**src/design/vam_pkg.sv**
```systemverilog
/*
 Shared constants for the voltage angle memory block: widths, setting
 limits, program-cycle timing and event codes.
 Assumes measured quantities arrive as unsigned fixed-point words.
*/
package vam_pkg;
  // Voltages in units of 10 mV, currents in units of 1 mA
  localparam int          VOLT_W = 16;
  localparam int          CURR_W = 20;
  localparam int          ANG_W  = 16;
  localparam logic [15:0] ACT_VOLT_MIN = 16'h00c8; // 2 V
  localparam logic [15:0] ACT_VOLT_MAX = 16'h1388; // 50 V
  // Max active time in units of 10 ms
  localparam logic [12:0] MAX_TIME_MIN = 13'h0002; // 0.02 s
  localparam logic [12:0] MAX_TIME_MAX = 13'h1388; // 50.00 s
  localparam int          TICK_NS = 10000000;      // 10 ms time base
  localparam int          CLK_NS  = 8;
  localparam int          TICK_CYCLES = TICK_NS / CLK_NS;
  localparam int          CYCLE_DIV_DEFAULT = 125000; // 1 ms program cycle
  localparam logic [2:0]  FREQ_REF_PHASE3 = 3'h3;
  localparam logic [2:0]  FREQ_REF_NONE   = 3'h0;
  // Event codes
  typedef enum logic [3:0] {
    EV_NONE       = 4'h0,
    EV_ENABLED    = 4'h1,
    EV_DISABLED   = 4'h2,
    EV_VLOW_ON    = 4'h3,
    EV_VLOW_OFF   = 4'h4,
    EV_IHIGH_ON   = 4'h5,
    EV_IHIGH_OFF  = 4'h6,
    EV_FTRK_ON    = 4'h7,
    EV_FTRK_OFF   = 4'h8,
    EV_USE_ON     = 4'h9,
    EV_USE_OFF    = 4'ha,
    EV_BLOCK_ON   = 4'hb,
    EV_BLOCK_OFF  = 4'hc
  } vam_event_t;
  typedef enum logic [1:0] {
    ST_IDLE    = 2'b00,
    ST_ACTIVE  = 2'b01,
    ST_EXPIRED = 2'b10
  } vam_state_t;
endpackage

```
**src/design/vam_core.sv**
```systemverilog
/*
 Voltage angle memory: substitutes a frozen-angle reference voltage when
 all used voltages collapse, for a limited time, and reports events.
 Assumes measurements and settings come from logic on MCLK_IN; the
 blocking input is a pin and is synchronised here.
*/
// Behaviour
// - Voltage-low holds only when every voltage in use is under threshold.
// - With the current condition on, one phase current must also exceed pick-up.
// - The activation threshold is clamped to 2..50 V and compared to voltages.
// - Nothing activates while the memory enable setting is off.
// - While active, the reference amplitude is the activation threshold.
// - Angles are tracked continuously and frozen at activation.
// - A memory-active status output stands while memory is in use.
// - A definite-time timer of 0.02..50.00 s limits memory use.
// - On timer expiry, dependent stages are told to go non-directional.
// - Blocking is sampled once per program cycle and suppresses memory.
// - Forced current tracking picks the phase-three current when voltage is gone.
// - ON/OFF events are emitted for each condition plus enable/disable.
`timescale 1ns/100ps
`default_nettype none
module vam_core #(
  parameter int CYCLE_DIV = vam_pkg::CYCLE_DIV_DEFAULT,
  parameter int TICK_DIV  = vam_pkg::TICK_CYCLES
) (
  // Clock and reset
  input  wire logic                      MCLK_IN,
  input  wire logic                      NRST_IN,
  // Settings
  input  wire logic                      MEM_ENABLE_IN,
  input  wire logic [vam_pkg::VOLT_W-1:0] ACT_VOLT_IN,
  input  wire logic                      CURR_COND_EN_IN,
  input  wire logic [vam_pkg::CURR_W-1:0] CURR_PICKUP_IN,
  input  wire logic [12:0]               MAX_TIME_IN,
  input  wire logic                      FORCE_CT_TRACK_IN,
  input  wire logic [2:0]                VOLT_USED_IN,
  // Measurements
  input  wire logic [3*vam_pkg::VOLT_W-1:0] VOLT_MAG_IN,
  input  wire logic [3*vam_pkg::ANG_W-1:0]  VOLT_ANG_IN,
  input  wire logic [3*vam_pkg::CURR_W-1:0] CURR_MAG_IN,
  // Blocking pin
  input  wire logic                      BLOCK_IN,
  // Reference to stages
  output logic [vam_pkg::VOLT_W-1:0]     REF_AMP_OUT,
  output logic [3*vam_pkg::ANG_W-1:0]    REF_ANG_OUT,
  output logic                           MEM_ACTIVE_OUT,
  output logic                           NONDIR_OUT,
  output logic [2:0]                     FREQ_REF_OUT,
  // Events
  output logic                           EVENT_VALID_OUT,
  output logic [3:0]                     EVENT_CODE_OUT
);
  typedef struct packed {
    logic                        blk_s1;
    logic                        blk_s2;
    logic                        blk;
    vam_pkg::vam_state_t         state;
    logic [12:0]                 timer;
    logic [3*vam_pkg::ANG_W-1:0] ang;
    logic [vam_pkg::VOLT_W-1:0]  amp;
    logic                        vlow;
    logic                        ihigh;
    logic                        ftrk;
    logic                        en;
    logic [5:0]                  pend;
    logic                        ev_v;
    logic [3:0]                  ev_c;
  } vam_st_t;

  vam_st_t st_r;
  vam_st_t st_nxt;
  logic    cyc_tick;
  logic    time_tick;

  vam_divider #(.DIV(CYCLE_DIV)) u_cycle (
    .clk_in   (MCLK_IN),
    .nrst_in  (NRST_IN),
    .tick_out (cyc_tick)
  );

  vam_divider #(.DIV(TICK_DIV)) u_time (
    .clk_in   (MCLK_IN),
    .nrst_in  (NRST_IN),
    .tick_out (time_tick)
  );

  logic [vam_pkg::VOLT_W-1:0] thr;
  logic [12:0]                tmax;
  logic                       vlow_c;
  logic                       ihigh_c;
  logic                       cond;

  always_comb
  begin
    // Out-of-range settings are clamped rather than rejected
    thr = ACT_VOLT_IN;
    if (thr < vam_pkg::ACT_VOLT_MIN)
      thr = vam_pkg::ACT_VOLT_MIN;
    else if (thr > vam_pkg::ACT_VOLT_MAX)
      thr = vam_pkg::ACT_VOLT_MAX;
    tmax = MAX_TIME_IN;
    if (tmax < vam_pkg::MAX_TIME_MIN)
      tmax = vam_pkg::MAX_TIME_MIN;
    else if (tmax > vam_pkg::MAX_TIME_MAX)
      tmax = vam_pkg::MAX_TIME_MAX;
    // No used channel means no evidence of collapse
    vlow_c  = (VOLT_USED_IN != 3'h0);
    ihigh_c = 1'b0;
    for (int i = 0; i < 3; i++)
    begin
      if (VOLT_USED_IN[i] &&
          VOLT_MAG_IN[i*vam_pkg::VOLT_W +: vam_pkg::VOLT_W] >= thr)
        vlow_c = 1'b0;
      if (CURR_MAG_IN[i*vam_pkg::CURR_W +: vam_pkg::CURR_W] > CURR_PICKUP_IN)
        ihigh_c = 1'b1;
    end
    cond  = vlow_c && (!CURR_COND_EN_IN || ihigh_c);
  end

  always_comb
  begin
    st_nxt = st_r;
    st_nxt.ev_v = 1'b0;
    st_nxt.ev_c = vam_pkg::EV_NONE;
    st_nxt.blk_s1 = BLOCK_IN;
    st_nxt.blk_s2 = st_r.blk_s1;
    if (cyc_tick)
      st_nxt.blk = st_r.blk_s2;
    st_nxt.en    = MEM_ENABLE_IN;
    st_nxt.vlow  = vlow_c;
    st_nxt.ihigh = ihigh_c;
    st_nxt.ftrk  = FORCE_CT_TRACK_IN && vlow_c;

    case (st_r.state)
      vam_pkg::ST_IDLE:
      begin
        st_nxt.ang = VOLT_ANG_IN;
        if (st_r.en && !st_r.blk && cond)
        begin
          st_nxt.state = vam_pkg::ST_ACTIVE;
          st_nxt.amp   = thr;
          st_nxt.timer = tmax;
        end
      end
      vam_pkg::ST_ACTIVE:
      begin
        if (st_r.blk || !st_r.en || !vlow_c)
          st_nxt.state = vam_pkg::ST_IDLE;
        else if (time_tick)
        begin
          if (st_r.timer <= 13'h0001)
          begin
            st_nxt.timer = 13'h0000;
            st_nxt.state = vam_pkg::ST_EXPIRED;
          end
          else
            st_nxt.timer = st_r.timer - 13'h0001;
        end
      end
      vam_pkg::ST_EXPIRED:
      begin
        // Stays non-directional until voltage recovers or memory is blocked or disabled
        st_nxt.ang = VOLT_ANG_IN;
        if (st_r.blk || !st_r.en || !vlow_c)
          st_nxt.state = vam_pkg::ST_IDLE;
      end
      default:
        st_nxt.state = vam_pkg::ST_IDLE;
    endcase
    // Amplitude register is cleared outside memory use
    if (st_nxt.state != vam_pkg::ST_ACTIVE)
      st_nxt.amp = '0;

    // Changes queue in pend and drain one event per clock
    if (st_nxt.en != st_r.en)
      st_nxt.pend[0] = 1'b1;
    if (st_nxt.vlow != st_r.vlow)
      st_nxt.pend[1] = 1'b1;
    if (st_nxt.ihigh != st_r.ihigh)
      st_nxt.pend[2] = 1'b1;
    if (st_nxt.ftrk != st_r.ftrk)
      st_nxt.pend[3] = 1'b1;
    if ((st_nxt.state == vam_pkg::ST_ACTIVE) !=
        (st_r.state == vam_pkg::ST_ACTIVE))
      st_nxt.pend[4] = 1'b1;
    if (st_nxt.blk != st_r.blk)
      st_nxt.pend[5] = 1'b1;
    if (st_r.pend[0])
    begin
      st_nxt.ev_v = 1'b1;
      st_nxt.ev_c = st_r.en ? vam_pkg::EV_ENABLED : vam_pkg::EV_DISABLED;
      st_nxt.pend[0] = st_nxt.en != st_r.en;
    end
    else if (st_r.pend[1])
    begin
      st_nxt.ev_v = 1'b1;
      st_nxt.ev_c = st_r.vlow ? vam_pkg::EV_VLOW_ON : vam_pkg::EV_VLOW_OFF;
      st_nxt.pend[1] = st_nxt.vlow != st_r.vlow;
    end
    else if (st_r.pend[2])
    begin
      st_nxt.ev_v = 1'b1;
      st_nxt.ev_c = st_r.ihigh ? vam_pkg::EV_IHIGH_ON : vam_pkg::EV_IHIGH_OFF;
      st_nxt.pend[2] = st_nxt.ihigh != st_r.ihigh;
    end
    else if (st_r.pend[3])
    begin
      st_nxt.ev_v = 1'b1;
      st_nxt.ev_c = st_r.ftrk ? vam_pkg::EV_FTRK_ON : vam_pkg::EV_FTRK_OFF;
      st_nxt.pend[3] = st_nxt.ftrk != st_r.ftrk;
    end
    else if (st_r.pend[4])
    begin
      st_nxt.ev_v = 1'b1;
      st_nxt.ev_c = (st_r.state == vam_pkg::ST_ACTIVE) ?
                    vam_pkg::EV_USE_ON : vam_pkg::EV_USE_OFF;
      // A new change in the same cycle must not be lost
      st_nxt.pend[4] = (st_nxt.state == vam_pkg::ST_ACTIVE) !=
                       (st_r.state == vam_pkg::ST_ACTIVE);
    end
    else if (st_r.pend[5])
    begin
      st_nxt.ev_v = 1'b1;
      st_nxt.ev_c = st_r.blk ? vam_pkg::EV_BLOCK_ON : vam_pkg::EV_BLOCK_OFF;
      st_nxt.pend[5] = st_nxt.blk != st_r.blk;
    end
  end

  always_ff @(posedge MCLK_IN)
  begin
    if (!NRST_IN)
      st_r <= '0;
    else
      st_r <= st_nxt;
  end

  // Outside memory use the stages see live angles and a zero amplitude
  assign MEM_ACTIVE_OUT  = (st_r.state == vam_pkg::ST_ACTIVE);
  assign REF_AMP_OUT     = st_r.amp;
  assign REF_ANG_OUT     = st_r.ang;
  assign NONDIR_OUT      = (st_r.state == vam_pkg::ST_EXPIRED);
  assign FREQ_REF_OUT    = st_r.ftrk ? vam_pkg::FREQ_REF_PHASE3 :
                           vam_pkg::FREQ_REF_NONE;
  assign EVENT_VALID_OUT = st_r.ev_v;
  assign EVENT_CODE_OUT  = st_r.ev_c;
endmodule
`default_nettype wire

```
**src/design/vam_divider.sv**
```systemverilog
/*
 Free-running divider producing a one-cycle enable pulse every DIV clocks.
 Assumes a single clock and synchronous active-low reset.
*/
`timescale 1ns/100ps
`default_nettype none
module vam_divider #(
  parameter int DIV = 1250000
) (
  input  wire logic clk_in,
  input  wire logic nrst_in,
  output logic      tick_out
);
  typedef struct packed {
    logic [31:0] cnt;
    logic        tick;
  } vam_div_st_t;

  vam_div_st_t st_r;
  vam_div_st_t st_nxt;

  always_comb
  begin
    st_nxt = st_r;
    st_nxt.tick = 1'b0;
    if (st_r.cnt >= 32'(DIV - 1))
    begin
      st_nxt.cnt  = 32'h0;
      st_nxt.tick = 1'b1;
    end
    else
    begin
      st_nxt.cnt = st_r.cnt + 32'h1;
    end
  end

  always_ff @(posedge clk_in)
  begin
    if (!nrst_in)
      st_r <= '0;
    else
      st_r <= st_nxt;
  end

  assign tick_out = st_r.tick;
endmodule
`default_nettype wire

```
**config.mk**
```make
export PLATFORM = sky130hd
export DESIGN_NAME = vam_core
export DESIGN_NICKNAME = d
export VERILOG_FILES = /design/src/design/vam_pkg.sv /design/src/design/vam_core.sv /design/src/design/vam_divider.sv
export SDC_FILE = /design/constraint.sdc
export NUM_CORES = 1
export LEC_CHECK = 0
export BUFFER_PORTS_ARGS = -buffer_cell sky130_fd_sc_hd__clkbuf_2
export CAP_MARGIN = 40
export CORE_MARGIN = 2
export CORE_UTILIZATION = 58
export CTS_BUF_LIST = sky130_fd_sc_hd__clkbuf_2 sky130_fd_sc_hd__clkbuf_4 sky130_fd_sc_hd__clkbuf_8
export CTS_CLUSTER_SIZE = 16
export DETAILED_ROUTE_END_ITERATION = 8
export PLACE_DENSITY = 0.88
export SLEW_MARGIN = 20
export SYNTH_ARGS = -nofsm -noshare
export SYNTH_HDL_FRONTEND = slang
export SYNTH_HIERARCHICAL = 1
export SYNTH_SLANG_ARGS = --single-unit
```
**constraint.sdc**
```tcl
create_clock -name MCLK_IN -period 13.6 [get_ports MCLK_IN]
set_input_delay 2.04 -clock MCLK_IN [delete_from_list [all_inputs] [get_ports MCLK_IN]]
set_output_delay 2.04 -clock MCLK_IN [all_outputs]
set_load 0.005 [all_outputs]
```
==> results of run 1 <==
## layer usage
metal	wire [um]	share of wire
met2	12000	0.49
met3	1670	0.067
met5	0	0
met1	10400	0.42
met4	684	0.028
## sequential cells by signal, indices dropped and copies added (netlist names)
signal	cells
REF_AMP_OUT	16
EVENT_CODE_OUT	4
st_r	27
u_cycle/st_r	32
EVENT_VALID_OUT	1
u_time/tick_out	1
REF_ANG_OUT	48
u_time/st_r	32
u_cycle/tick_out	1
st_nxt	1
## where the power goes
group	internal, mW	switching, mW
combinational	0.0900	0.108
clock	0.226	0.179
sequential	0.498	0.0146
total	0.814	0.302
## cells by family after synthesis
family | share of synthesized area
fa+ha+maj | 0.144
buf+inv | 0.0898
compound gates | 0.143
xor+xnor | 0.0341
simple gates | 0.202
other cells | 0.00154
mux | 0.0514
flops | 0.334
## worst min-delay path by stage
stage                          start  endpoint  depth (start not counted)
final                     st_nxt[95]  st_r[95]                          1
after CTS                 st_nxt[95]  st_r[95]                          1
after global routing      st_nxt[95]  st_r[95]                          1
after global placement    st_nxt[95]  st_r[95]                          1
after floorplan           st_nxt[95]  st_r[95]                          1
after detailed placement  st_nxt[95]  st_r[95]                          1
## Yosys cell counts (all sizes together) (13+ instances only)
cell and number:
dfxtp 163, ha 112, nor2 100, buf 94
a21oi 68, nand2 58, nor3 54, mux2i 49
inv 42, o21ai 31, nand3 30, nand4 27
xnor2 24, a211oi 20, nor4 19, or3 18
clkbuf 15, xor2 14, and3 13
## per-stage QoR
stage               power (mW)  instance area (um2)  hold slack, ns
floorplan                0.652                 9880           0.412
global placement         0.707                10900           0.428
detailed placement       0.717                10900           0.441
CTS                       1.12                11400           0.460
global route              1.17                11400           0.467
finish                    1.12                11400           0.466
## cell type report
| cell class | count | area share |
|---|---|---|
| well taps | 220 | 0.0241 |
| inverters | 43 | 0.0141 |
| clock buffers | 19 | 0.0224 |
| clock inverters | 12 | 0.0179 |
| multi-input cells | 809 | 0.504 |
| flip-flops and latches | 163 | 0.286 |
| repair buffers | 292 | 0.132 |
==> report_table.html, run 1 <==
<table>
<tr><th>Metric</th><th>Value</th></tr>
<tr><th colspan="2">Clocking</th></tr>
<tr><td>Setup bufs post-CTS</td><td>0</td></tr>
<tr><td>CTS tree</td><td>done</td></tr>
<tr><td>Clock tree root driver cell</td><td>sky130_fd_sc_hd__clkbuf_8</td></tr>
<tr><td>Clock transition at the registers of the reported paths</td><td>0.08 ns</td></tr>
<tr><td>Clock tree buffer depth</td><td>2</td></tr>
<tr><td>Count of hold buffers inserted by post-cts repair</td><td>0</td></tr>
<tr><td>Post-CTS resize count</td><td>0</td></tr>
<tr><td>Number of clock buffers inserted by TritonCTS</td><td>17</td></tr>
<tr><td>Number of sinks handled by clock tree synthesis</td><td>163</td></tr>
<tr><td>Total number of H-tree levels</td><td>4</td></tr>
<tr><td>Clock latency on the worst-skew pair</td><td>0.45 ns</td></tr>
<tr><th colspan="2">Setup path</th></tr>
<tr><td>Slowest cell on the critical path</td><td>sky130_fd_sc_hd__or4_4</td></tr>
<tr><td>Data required time at the worst endpoint</td><td>13.90 ns</td></tr>
<tr><td>Endpoint class of the critical path</td><td>flip-flop</td></tr>
<tr><td>Worst stage delay on the critical path</td><td>0.64 ns</td></tr>
<tr><td>Destination of the critical timing path</td><td>st_r[90]</td></tr>
<tr><td>Maximum fanout along the worst path</td><td>15</td></tr>
<tr><td>R2r endpoint</td><td>st_r[86]</td></tr>
<tr><td>Arrival time reported for the critical path endpoint</td><td>6.74 ns</td></tr>
<tr><td>Launch point of the worst reg-to-reg path</td><td>st_r[86]</td></tr>
<tr><td>Type of the worst setup path</td><td>input port to flip-flop</td></tr>
<tr><td>Buf/Inv on CP</td><td>1</td></tr>
<tr><td>Slack of the worst reg-to-reg path</td><td>10.90 ns</td></tr>
<tr><td>Cells traversed along the worst timing path</td><td>clkbuf_2 &gt; o31ai_1 &gt; a21oi_1 &gt; o31ai_1 &gt; nand2_1 &gt; nor2_1 &gt; and2_1 &gt; ha_1 &gt; nand2b_1 &gt; a2111oi_0 &gt; a2111oi_0 &gt; o31a_1 &gt; or4_4 &gt; a211oi_4 &gt; and2_1 &gt; a311oi_2</td></tr>
<tr><td>Beginning of the critical path</td><td>ACT_VOLT_IN[0]</td></tr>
<tr><td>Critical Path Start Type</td><td>input port</td></tr>
<tr><td>Length in cells of the worst reg-to-reg path</td><td>7</td></tr>
<tr><td>Total stage count of the critical path</td><td>16</td></tr>
<tr><td>Crit path max-delay family</td><td>compound AO/OA/AOI/OAI gates</td></tr>
<tr><th colspan="2">Synthesis</th></tr>
<tr><td>Largest cells by area after synthesis</td><td>sky130_fd_sc_hd__dfxtp_1 33%, sky130_fd_sc_hd__ha_1 14%, sky130_fd_sc_hd__buf_4 5.5%, sky130_fd_sc_hd__mux2i_1 5.0%, sky130_fd_sc_hd__nor2_1 3.8%</td></tr>
<tr><td>Mapped Cells</td><td>1092</td></tr>
<tr><td>Sequential share of the synthesized area</td><td>0.334</td></tr>
<tr><td>Number of library cell types mapped by synthesis</td><td>75</td></tr>
<tr><td>Average footprint of a synthesized cell</td><td>8.94 um2</td></tr>
<tr><td>Yosys reg bits</td><td>163</td></tr>
<tr><td>Number of warnings reported in the yosys synthesis log</td><td>6</td></tr>
<tr><td>Number of flops mapped to enable cells by yosys</td><td>0</td></tr>
<tr><td>Proportion of netlist area held by the largest area contributor</td><td>0.334</td></tr>
<tr><td>Fraction of registers with async set/reset</td><td>0</td></tr>
<tr><td>Total standard cell area after synthesis</td><td>9760 um2</td></tr>
<tr><td>Cell type with the largest total area after synthesis</td><td>sky130_fd_sc_hd__dfxtp_1</td></tr>
<tr><td>Primary FF master, synth</td><td>sky130_fd_sc_hd__dfxtp_1</td></tr>
<tr><th colspan="2">Pwr</th></tr>
<tr><td>Max VDD drop</td><td>0.0799 mV</td></tr>
<tr><td>Cell leakage power</td><td>5.13 nW</td></tr>
<tr><td>Ratio of total power to cell area</td><td>97.7 nW/um2</td></tr>
<tr><th colspan="2">Finish</th></tr>
<tr><td>Commonest cells after routing, fill and taps aside</td><td>286 x sky130_fd_sc_hd__clkbuf_2, 162 x sky130_fd_sc_hd__dfxtp_1, 112 x sky130_fd_sc_hd__ha_1</td></tr>
<tr><td>Util after Layout</td><td>0.691</td></tr>
<tr><td>Cell Count, Final, Fillers Out</td><td>1558</td></tr>
<tr><td>Area of the multi-input gates</td><td>5760 um2</td></tr>
<tr><td>Most frequent standard cell in the layout excluding fill and tap cells</td><td>sky130_fd_sc_hd__clkbuf_2</td></tr>
<tr><td>Final antenna diode count</td><td>0</td></tr>
<tr><td>Fill count</td><td>1273</td></tr>
<tr><td>Sequential cell area in the final layout</td><td>3260 um2</td></tr>
<tr><td>Relative area change from synthesis to final layout</td><td>17.0%</td></tr>
<tr><td>Layout cell share with drive strength beyond 1</td><td>0.268</td></tr>
<tr><td>Final nets</td><td>1652</td></tr>
<tr><th colspan="2">Place</th></tr>
<tr><td>Cell Count Post-Placement</td><td>1526</td></tr>
<tr><td>Number of port buffers</td><td>286</td></tr>
<tr><td>HPWL after DPL</td><td>19200 um</td></tr>
<tr><td>Minimum setup slack after placement</td><td>6.81 ns</td></tr>
<tr><td>Routability Congestion</td><td>0.903</td></tr>
<tr><th colspan="2">Timing</th></tr>
<tr><td>Max-slew violation count</td><td>0</td></tr>
<tr><td>Slew of the pin with the lowest slew margin</td><td>0.784 ns</td></tr>
<tr><td>Max-Slew Margin vs Limit</td><td>0.478</td></tr>
<tr><td>Endpoints failing hold</td><td>0</td></tr>
<tr><td>Worst Skew</td><td>0.0127 ns</td></tr>
<tr><td>Setup repair after global routing missed its margin</td><td>no</td></tr>
<tr><td>Tmin final</td><td>6.45 ns</td></tr>
<tr><td>Share of the clock period used by the worst path after layout</td><td>0.474</td></tr>
<tr><td>Peak Freq</td><td>155 MHz</td></tr>
<tr><td>Total negative slack</td><td>0 ns</td></tr>
<tr><td>Final critical-path setup slack</td><td>7.15 ns</td></tr>
<tr><td>Number of setup violations in the final report</td><td>0</td></tr>
<tr><th colspan="2">Floorplan</th></tr>
<tr><td>Number of rows created at floorplan</td><td>47</td></tr>
<tr><td>Die Height</td><td>134 um</td></tr>
<tr><td>Total Die Area</td><td>17900 um2</td></tr>
<tr><td>Initial core utilization</td><td>0.591</td></tr>
<tr><td>Top-Level Pins</td><td>288</td></tr>
<tr><td>Floorplan core area</td><td>16500 um2</td></tr>
<tr><td>Die width</td><td>134 um</td></tr>
<tr><th colspan="2">Drt</th></tr>
<tr><td>Post-DR wirelength/cell</td><td>15.9 um</td></tr>
<tr><td>Routed Wire Length</td><td>24800 um</td></tr>
<tr><td>Detailed router's first-iteration violation count</td><td>839</td></tr>
<tr><td>Final antenna-violating net count</td><td>0</td></tr>
<tr><td>Remaining DRCs</td><td>0</td></tr>
<tr><td>Vias per cell</td><td>5.69</td></tr>
<tr><td>DR pass1 iterations</td><td>5</td></tr>
<tr><td>Count of vias placed by the detailed router</td><td>8865</td></tr>
<tr><th colspan="2">Global routing</th></tr>
<tr><td>Largest net degree at the start of global routing</td><td>69</td></tr>
<tr><td>GR Layer Usage met1</td><td>0.343</td></tr>
<tr><td>Antenna violations before repair</td><td>0</td></tr>
<tr><td>GRT met3 Usage</td><td>0.0643</td></tr>
<tr><td>Wire length of the first global-routing pass</td><td>40600 um</td></tr>
<tr><td>Vias in the first global route</td><td>8601</td></tr>
<tr><td>Overflow left after global routing</td><td>0</td></tr>
<tr><td>Total GRT Usage</td><td>0.278</td></tr>
<tr><td>Met2 Resource Use GR</td><td>0.472</td></tr>
<tr><td>Layer carrying the most global-route usage</td><td>met2</td></tr>
<tr><th colspan="2">Job</th></tr>
<tr><td>Max-cap violations</td><td>0</td></tr>
<tr><th colspan="2">Run status</th></tr>
<tr><td>Result of the run</td><td>complete, no violations</td></tr>
<tr><th colspan="2">Min path</th></tr>
<tr><td>Hold crit path type</td><td>flip-flop to flip-flop</td></tr>
</table>
Note: power is estimated with default switching activity, not from simulation.
==> inputs of run 2 (changes only) <==
ABC_AREA = 1   (was unset)
CORE_UTILIZATION = 55   (was 58)
PLACE_DENSITY = 0.83   (was 0.88)
clock period = 6.19 ns   (was 13.6 ns; I/O delays follow)
==> run 2 against run 1 <==
Sequential cell count stayed put. Clock-buffer cell count decreased by 2. Power rose by 120%. Register-to-register slack worse by 7.4 ns. Routed wire length shrank 0.18%. Critical path depth up 14. First-iteration DRC count decreased by 35%.
==> report_table.html, run 2 <==
<table>
<tr><th>Metric</th><th>Value</th></tr>
<tr><th colspan="2">Run status</th></tr>
<tr><td>Result of the run</td><td>complete, no violations</td></tr>
<tr><th colspan="2">Clocking</th></tr>
<tr><td>Setup bufs post-CTS</td><td>0</td></tr>
<tr><td>Post-CTS resize count</td><td>0</td></tr>
<tr><td>Total number of H-tree levels</td><td>4</td></tr>
<tr><td>Clock latency on the worst-skew pair</td><td>0.45 ns</td></tr>
<tr><td>Clock tree buffer depth</td><td>2</td></tr>
<tr><td>Clock transition at the registers of the reported paths</td><td>0.09 ns</td></tr>
<tr><td>CTS tree</td><td>done</td></tr>
<tr><td>Number of sinks handled by clock tree synthesis</td><td>163</td></tr>
<tr><td>Clock tree root driver cell</td><td>sky130_fd_sc_hd__clkbuf_8</td></tr>
<tr><td>Number of clock buffers inserted by TritonCTS</td><td>17</td></tr>
<tr><td>Count of hold buffers inserted by post-cts repair</td><td>0</td></tr>
<tr><th colspan="2">Drt</th></tr>
<tr><td>Detailed router's first-iteration violation count</td><td>546</td></tr>
<tr><td>Vias per cell</td><td>4.98</td></tr>
<tr><td>Count of vias placed by the detailed router</td><td>9690</td></tr>
<tr><td>Routed Wire Length</td><td>24700 um</td></tr>
<tr><td>Post-DR wirelength/cell</td><td>12.7 um</td></tr>
<tr><td>Final antenna-violating net count</td><td>0</td></tr>
<tr><td>Remaining DRCs</td><td>0</td></tr>
<tr><td>DR pass1 iterations</td><td>7</td></tr>
<tr><th colspan="2">Timing</th></tr>
<tr><td>Number of setup violations in the final report</td><td>0</td></tr>
<tr><td>Tmin final</td><td>4.57 ns</td></tr>
<tr><td>Max-Slew Margin vs Limit</td><td>0.536</td></tr>
<tr><td>Share of the clock period used by the worst path after layout</td><td>0.738</td></tr>
<tr><td>Final critical-path setup slack</td><td>1.62 ns</td></tr>
<tr><td>Endpoints failing hold</td><td>0</td></tr>
<tr><td>Total negative slack</td><td>0 ns</td></tr>
<tr><td>Slew of the pin with the lowest slew margin</td><td>0.695 ns</td></tr>
<tr><td>Setup repair after global routing missed its margin</td><td>no</td></tr>
<tr><td>Worst Skew</td><td>0.0109 ns</td></tr>
<tr><td>Peak Freq</td><td>219 MHz</td></tr>
<tr><td>Max-slew violation count</td><td>0</td></tr>
<tr><th colspan="2">Setup path</th></tr>
<tr><td>Endpoint class of the critical path</td><td>flip-flop</td></tr>
<tr><td>Maximum fanout along the worst path</td><td>32</td></tr>
<tr><td>Type of the worst setup path</td><td>input port to flip-flop</td></tr>
<tr><td>Launch point of the worst reg-to-reg path</td><td>st_r[92]</td></tr>
<tr><td>Data required time at the worst endpoint</td><td>6.57 ns</td></tr>
<tr><td>Worst stage delay on the critical path</td><td>0.61 ns</td></tr>
<tr><td>Beginning of the critical path</td><td>ACT_VOLT_IN[15]</td></tr>
<tr><td>Critical Path Start Type</td><td>input port</td></tr>
<tr><td>Most repeated library cell on the critical path</td><td>sky130_fd_sc_hd__nand2_1</td></tr>
<tr><td>Slowest cell on the critical path</td><td>sky130_fd_sc_hd__nand3_2</td></tr>
<tr><td>Arrival time reported for the critical path endpoint</td><td>4.95 ns</td></tr>
<tr><th colspan="2">Floorplan</th></tr>
<tr><td>Top-Level Pins</td><td>288</td></tr>
<tr><td>Floorplan core area</td><td>18700 um2</td></tr>
<tr><td>Initial core utilization</td><td>0.560</td></tr>
<tr><td>Die width</td><td>142 um</td></tr>
<tr><td>Number of rows created at floorplan</td><td>50</td></tr>
<tr><td>Die Height</td><td>142 um</td></tr>
<tr><td>Total Die Area</td><td>20200 um2</td></tr>
<tr><th colspan="2">Finish</th></tr>
<tr><td>Commonest cells after routing, fill and taps aside</td><td>286 x sky130_fd_sc_hd__clkbuf_2, 265 x sky130_fd_sc_hd__nor2_1, 257 x sky130_fd_sc_hd__nand2_1</td></tr>
<tr><td>Layout cell share with drive strength beyond 1</td><td>0.227</td></tr>
<tr><td>Final instance area</td><td>12100 um2</td></tr>
<tr><td>Final antenna diode count</td><td>0</td></tr>
<tr><td>Final nets</td><td>2026</td></tr>
<tr><td>Max FFs per register</td><td>48</td></tr>
<tr><td>Relative area change from synthesis to final layout</td><td>15.4%</td></tr>
<tr><td>Most frequent standard cell in the layout excluding fill and tap cells</td><td>sky130_fd_sc_hd__clkbuf_2</td></tr>
<tr><td>Util after Layout</td><td>0.646</td></tr>
<tr><th colspan="2">Place</th></tr>
<tr><td>Routability Congestion</td><td>0.923</td></tr>
<tr><td>Post-placement cell area</td><td>11600 um2</td></tr>
<tr><td>Minimum setup slack after placement</td><td>1.23 ns</td></tr>
<tr><td>HPWL after DPL</td><td>19800 um</td></tr>
<tr><td>Number of port buffers</td><td>286</td></tr>
<tr><th colspan="2">Global routing</th></tr>
<tr><td>Overflow left after global routing</td><td>0</td></tr>
<tr><td>Total GRT Usage</td><td>0.239</td></tr>
<tr><td>Largest net degree at the start of global routing</td><td>59</td></tr>
<tr><td>Antenna violations before repair</td><td>0</td></tr>
<tr><td>Vias in the first global route</td><td>8917</td></tr>
<tr><td>Wire length of the first global-routing pass</td><td>39500 um</td></tr>
<tr><th colspan="2">Pwr</th></tr>
<tr><td>Max VDD drop</td><td>0.135 mV</td></tr>
<tr><td>Final total power</td><td>2.43 mW</td></tr>
<tr><td>Ratio of total power to cell area</td><td>201 nW/um2</td></tr>
<tr><td>Cell leakage power</td><td>6.25 nW</td></tr>
<tr><th colspan="2">Synthesis</th></tr>
<tr><td>Cell type with the largest total area after synthesis</td><td>sky130_fd_sc_hd__dfxtp_1</td></tr>
<tr><td>Yosys reg bits</td><td>163</td></tr>
<tr><td>Most repeated cell in the gate-level netlist after synthesis</td><td>sky130_fd_sc_hd__nor2_1</td></tr>
<tr><td>Number of flops mapped to enable cells by yosys</td><td>0</td></tr>
<tr><td>Number of warnings reported in the yosys synthesis log</td><td>6</td></tr>
<tr><td>Average footprint of a synthesized cell</td><td>7.16 um2</td></tr>
<tr><td>Primary FF master, synth</td><td>sky130_fd_sc_hd__dfxtp_1</td></tr>
<tr><td>Number of library cell types mapped by synthesis</td><td>44</td></tr>
<tr><td>Total standard cell area after synthesis</td><td>10500 um2</td></tr>
<tr><td>Largest cells by area after synthesis</td><td>sky130_fd_sc_hd__dfxtp_1 31%, sky130_fd_sc_hd__ha_1 13%, sky130_fd_sc_hd__nor2_1 9.5%, sky130_fd_sc_hd__nand2_1 9.2%, sky130_fd_sc_hd__inv_1 5.7%</td></tr>
<tr><td>Fraction of registers with async set/reset</td><td>0</td></tr>
<tr><td>Mapped Cells</td><td>1463</td></tr>
<tr><td>Proportion of netlist area held by the largest area contributor</td><td>0.312</td></tr>
<tr><td>Sequential share of the synthesized area</td><td>0.312</td></tr>
<tr><td>Top cells by count, synth</td><td>265 x sky130_fd_sc_hd__nor2_1, 257 x sky130_fd_sc_hd__nand2_1, 163 x sky130_fd_sc_hd__dfxtp_1, 160 x sky130_fd_sc_hd__inv_1, 112 x sky130_fd_sc_hd__ha_1</td></tr>
<tr><th colspan="2">Min path</th></tr>
<tr><td>Hold crit path type</td><td>flip-flop to flip-flop</td></tr>
<tr><td>Min-Delay Startpoint</td><td>st_nxt[95]</td></tr>
<tr><th colspan="2">Job</th></tr>
<tr><td>Max-cap violations</td><td>0</td></tr>
</table>
==> run 2: cell count changes after synthesis, sizes merged, moves of 39 or more <==
cell,previous run,this run
nor2,100,297
nor3,54,15
mux2i,49,0
nand2,58,266
nand3,30,69
o21ai,31,86
inv,42,164
==> run 2: worst paths after layout <==
kind	endpoint	slack, ns	depth (start not counted)
min reg2reg	st_r[95]	0.42	2
min	st_r[95]	0.42	2
max reg2reg	st_r[84]	3.53	11
max	REF_AMP_OUT[3]	1.62	30
==> run 2: final cells by class <==
| cell class | instances | area [um2] |
|---|---|---|
| tap | 234 | 293 |
| fill | 1669 | 6620 |
| timing repair buffer | 291 | 1470 |
| clock inverter | 15 | 219 |
| inverter | 165 | 619 |
| sequential | 163 | 3260 |
| multi-input combinational | 1062 | 5990 |
| clock buffer | 17 | 234 |
==> run 2: cell families after synthesis <==
group                    count (synthesis)  share of synthesized area
AND/OR/NAND/NOR                        703                      0.301
buffers and inverters                  270                      0.128
AO/OA/AOI/OAI                          169                     0.0885
flip-flops                             163                      0.312
adder cells (fa/ha/maj)                112                      0.134
XOR/XNOR                                42                     0.0351
other                                    4                    0.00143
==> run 2: per-layer routing <==
layer	GRT usage	part of all wire	vias to the layer above
li1	-	-	5060
met1	0.299	0.45	4332
met2	0.420	0.48	248
met3	0.0400	0.047	50
met4	0.0779	0.024	0
met5	0	0	-
==> run 2: metrics by stage <==
stage	hold WS [ns]	cells
2_1_floorplan	0.390	1495
3_3_place_gp	0.399	1914
3_5_place_dp	0.399	1915
4_1_cts	0.417	1947
5_1_grt	0.436	1947
6_report	0.417	1947
==> run 2: power by group <==
group          internal (mW)  leakage (nW)  switching, mW
clock network          0.451         0.215          0.418
registers               1.10          1.34         0.0265
logic                  0.186          4.70          0.248
==> run 2: critical path: cells and delay by family <==
family,cells,cell delay [ns]
AO/OA/AOI/OAI,2,0.42
adder cells (fa/ha/maj),1,0.29
buffers and inverters,9,0.94
AND/OR/NAND/NOR,18,2.37
==> inputs of run 3 (changes only) <==
clock period = 4.6 ns   (was 6.19 ns; I/O delays follow)
==> run 3 against run 2 <==
Setup slack got worse by 0.86 ns. Worst hold slack improved by 0.0015 ns. Sequential power increased by 35%. Die area unchanged. Critical path type unchanged. Cell area decreased by 0.18%. Final cell count increased by 0.10%.
==> report_table.html, run 3 (synthesis results as in run 2) <==
<table>
<tr><th>Metric</th><th>Value</th></tr>
<tr><th colspan="2">Run status</th></tr>
<tr><td>Result of the run</td><td>complete, no violations</td></tr>
<tr><th colspan="2">Timing</th></tr>
<tr><td>Max-Slew Margin vs Limit</td><td>0.540</td></tr>
<tr><td>Max-slew violation count</td><td>0</td></tr>
<tr><td>Tmin final</td><td>3.83 ns</td></tr>
<tr><td>Slew of the pin with the lowest slew margin</td><td>0.690 ns</td></tr>
<tr><td>Final critical-path setup slack</td><td>0.765 ns</td></tr>
<tr><td>Share of the clock period used by the worst path after layout</td><td>0.834</td></tr>
<tr><td>Endpoints failing hold</td><td>0</td></tr>
<tr><td>Worst Skew</td><td>0.0162 ns</td></tr>
<tr><td>Total negative slack</td><td>0 ns</td></tr>
<tr><td>Peak Freq</td><td>261 MHz</td></tr>
<tr><td>Setup repair after global routing missed its margin</td><td>no</td></tr>
<tr><td>Number of setup violations in the final report</td><td>0</td></tr>
<tr><th colspan="2">Pwr</th></tr>
<tr><td>Switching power summed over all nets</td><td>0.921 mW</td></tr>
<tr><td>Part of the power in the clock network</td><td>0.343</td></tr>
<tr><td>Max VDD drop</td><td>0.198 mV</td></tr>
<tr><td>Final total power</td><td>3.20 mW</td></tr>
<tr><td>Share of power burned in combinational logic</td><td>0.185</td></tr>
<tr><td>Cell leakage power</td><td>6.26 nW</td></tr>
<tr><td>Internal Pwr Total</td><td>2.28 mW</td></tr>
<tr><td>Switch share</td><td>0.288</td></tr>
<tr><td>Ratio of total power to cell area</td><td>265 nW/um2</td></tr>
<tr><td>Part of the power in registers</td><td>0.472</td></tr>
<tr><th colspan="2">Global routing</th></tr>
<tr><td>Overflow left after global routing</td><td>0</td></tr>
<tr><td>Wire length of the first global-routing pass</td><td>40500 um</td></tr>
<tr><td>Largest net degree at the start of global routing</td><td>52</td></tr>
<tr><td>Antenna violations before repair</td><td>0</td></tr>
<tr><td>Total GRT Usage</td><td>0.245</td></tr>
<tr><td>Vias in the first global route</td><td>9206</td></tr>
<tr><th colspan="2">Setup path</th></tr>
<tr><td>Most repeated library cell on the critical path</td><td>sky130_fd_sc_hd__nand2_1</td></tr>
<tr><td>Slack of the worst reg-to-reg path</td><td>1.92 ns</td></tr>
<tr><td>Arrival time reported for the critical path endpoint</td><td>4.18 ns</td></tr>
<tr><td>Data required time at the worst endpoint</td><td>4.94 ns</td></tr>
<tr><td>Launch point of the worst reg-to-reg path</td><td>st_r[92]</td></tr>
<tr><td>Maximum fanout along the worst path</td><td>16</td></tr>
<tr><td>Critical Path Start Type</td><td>input port</td></tr>
<tr><td>Endpoint class of the critical path</td><td>flip-flop</td></tr>
<tr><td>R2r endpoint</td><td>st_r[81]</td></tr>
<tr><td>Worst stage delay on the critical path</td><td>0.30 ns</td></tr>
<tr><td>Length in cells of the worst reg-to-reg path</td><td>11</td></tr>
<tr><td>Type of the worst setup path</td><td>input port to flip-flop</td></tr>
<tr><td>Slowest cell on the critical path</td><td>sky130_fd_sc_hd__ha_1</td></tr>
<tr><th colspan="2">Clocking</th></tr>
<tr><td>Count of hold buffers inserted by post-cts repair</td><td>0</td></tr>
<tr><td>Clock tree root driver cell</td><td>sky130_fd_sc_hd__clkbuf_8</td></tr>
<tr><td>Number of sinks handled by clock tree synthesis</td><td>163</td></tr>
<tr><td>Number of clock buffers inserted by TritonCTS</td><td>17</td></tr>
<tr><td>Clock transition at the registers of the reported paths</td><td>0.09 ns</td></tr>
<tr><td>Total number of H-tree levels</td><td>4</td></tr>
<tr><td>CTS tree</td><td>done</td></tr>
<tr><td>Post-CTS resize count</td><td>0</td></tr>
<tr><td>Clock tree buffer depth</td><td>2</td></tr>
<tr><td>Clock latency on the worst-skew pair</td><td>0.46 ns</td></tr>
<tr><td>Setup bufs post-CTS</td><td>0</td></tr>
<tr><th colspan="2">Floorplan</th></tr>
<tr><td>Die Height</td><td>142 um</td></tr>
<tr><td>Floorplan core area</td><td>18700 um2</td></tr>
<tr><td>Die width</td><td>142 um</td></tr>
<tr><td>Number of rows created at floorplan</td><td>50</td></tr>
<tr><td>Top-Level Pins</td><td>288</td></tr>
<tr><td>Initial core utilization</td><td>0.560</td></tr>
<tr><td>Total Die Area</td><td>20200 um2</td></tr>
<tr><th colspan="2">Min path</th></tr>
<tr><td>Min-Delay Startpoint</td><td>st_nxt[95]</td></tr>
<tr><td>Hold EP</td><td>st_r[95]</td></tr>
<tr><td>Hold crit path type</td><td>flip-flop to flip-flop</td></tr>
<tr><td>Hold path cells</td><td>2</td></tr>
<tr><th colspan="2">Finish</th></tr>
<tr><td>Final antenna diode count</td><td>0</td></tr>
<tr><td>Commonest cells after routing, fill and taps aside</td><td>286 x sky130_fd_sc_hd__clkbuf_2, 265 x sky130_fd_sc_hd__nor2_1, 257 x sky130_fd_sc_hd__nand2_1</td></tr>
<tr><td>Final nets</td><td>2028</td></tr>
<tr><td>Relative area change from synthesis to final layout</td><td>15.2%</td></tr>
<tr><td>Max FFs per register</td><td>48</td></tr>
<tr><td>Most frequent standard cell in the layout excluding fill and tap cells</td><td>sky130_fd_sc_hd__clkbuf_2</td></tr>
<tr><td>Layout cell share with drive strength beyond 1</td><td>0.227</td></tr>
<tr><th colspan="2">Drt</th></tr>
<tr><td>Post-DR wirelength/cell</td><td>12.7 um</td></tr>
<tr><td>Remaining DRCs</td><td>0</td></tr>
<tr><td>Final antenna-violating net count</td><td>0</td></tr>
<tr><td>Routed Wire Length</td><td>24800 um</td></tr>
<tr><td>DR pass1 iterations</td><td>5</td></tr>
<tr><td>Vias per cell</td><td>5.01</td></tr>
<tr><td>Detailed router's first-iteration violation count</td><td>573</td></tr>
<tr><td>Count of vias placed by the detailed router</td><td>9762</td></tr>
<tr><th colspan="2">Place</th></tr>
<tr><td>HPWL after DPL</td><td>20100 um</td></tr>
<tr><td>Number of port buffers</td><td>286</td></tr>
<tr><td>Routability Congestion</td><td>0.951</td></tr>
<tr><td>Minimum setup slack after placement</td><td>0.368 ns</td></tr>
<tr><th colspan="2">Job</th></tr>
<tr><td>Max-cap violations</td><td>0</td></tr>
</table>
-- run 3: power by group through the flow --
| stage | Sequential (mW) | Clock (mW) | Combinational (mW) |
|---|---|---|---|
| finish | 1.51 | 1.10 | 0.591 |
| global route | 1.52 | 1.18 | 0.675 |
| CTS | 1.51 | 1.12 | 0.589 |
| detailed placement | 1.54 | 0 | 0.586 |
| global placement | 1.54 | 0 | 0.567 |
| floorplan | 1.53 | 0 | 0.409 |
-- run 3: worst max path at each step --
stage	startpoint	depth (start not counted)	slack [ns]	to
floorplan	ACT_VOLT_IN[15]	30	1.29	REF_AMP_OUT[10]
global placement	ACT_VOLT_IN[11]	25	0.51	st_r[90]
detailed placement	ACT_VOLT_IN[15]	31	0.37	st_r[87]
CTS	ACT_VOLT_IN[15]	31	0.85	st_r[80]
global route	ACT_VOLT_IN[10]	27	0.37	st_r[80]
finish	ACT_VOLT_IN[15]	31	0.77	st_r[80]
-- run 3: critical path: cells and delay by family --
kind,cells,cell delay [ns]
simple gates,19,1.96
buf+inv,10,0.99
fa+ha+maj,1,0.30
compound gates,1,0.23
-- run 3: area by class of cell --
cell class	count	area, um2
Inverter	165	619
Tap cell	234	293
Timing Repair Buffer	293	1480
Multi-Input combinational cell	1062	5990
Sequential cell	163	3260
Clock buffer	18	241
Fill cell	1616	6640
Clock inverter	14	175
-- run 3: per-layer routing --
layer	part of all wire	GRT usage	up-vias
met4	0.024	0.0958	0
met1	0.43	0.300	4354
met5	0	0	-
li1	-	-	5077
met2	0.49	0.423	274
met3	0.053	0.0485	57
-- run 3: stage by stage --
step | hold slack, ns | instances | utilization | cell area, um2
6_report | 0.419 | 1949 | 0.645 | 12100
5_1_grt | 0.428 | 1949 | 0.645 | 12100
4_1_cts | 0.414 | 1949 | 0.645 | 12100
3_5_place_dp | 0.402 | 1917 | 0.623 | 11600
3_3_place_gp | 0.397 | 1916 | 0.622 | 11600
2_1_floorplan | 0.390 | 1495 | - | 10600
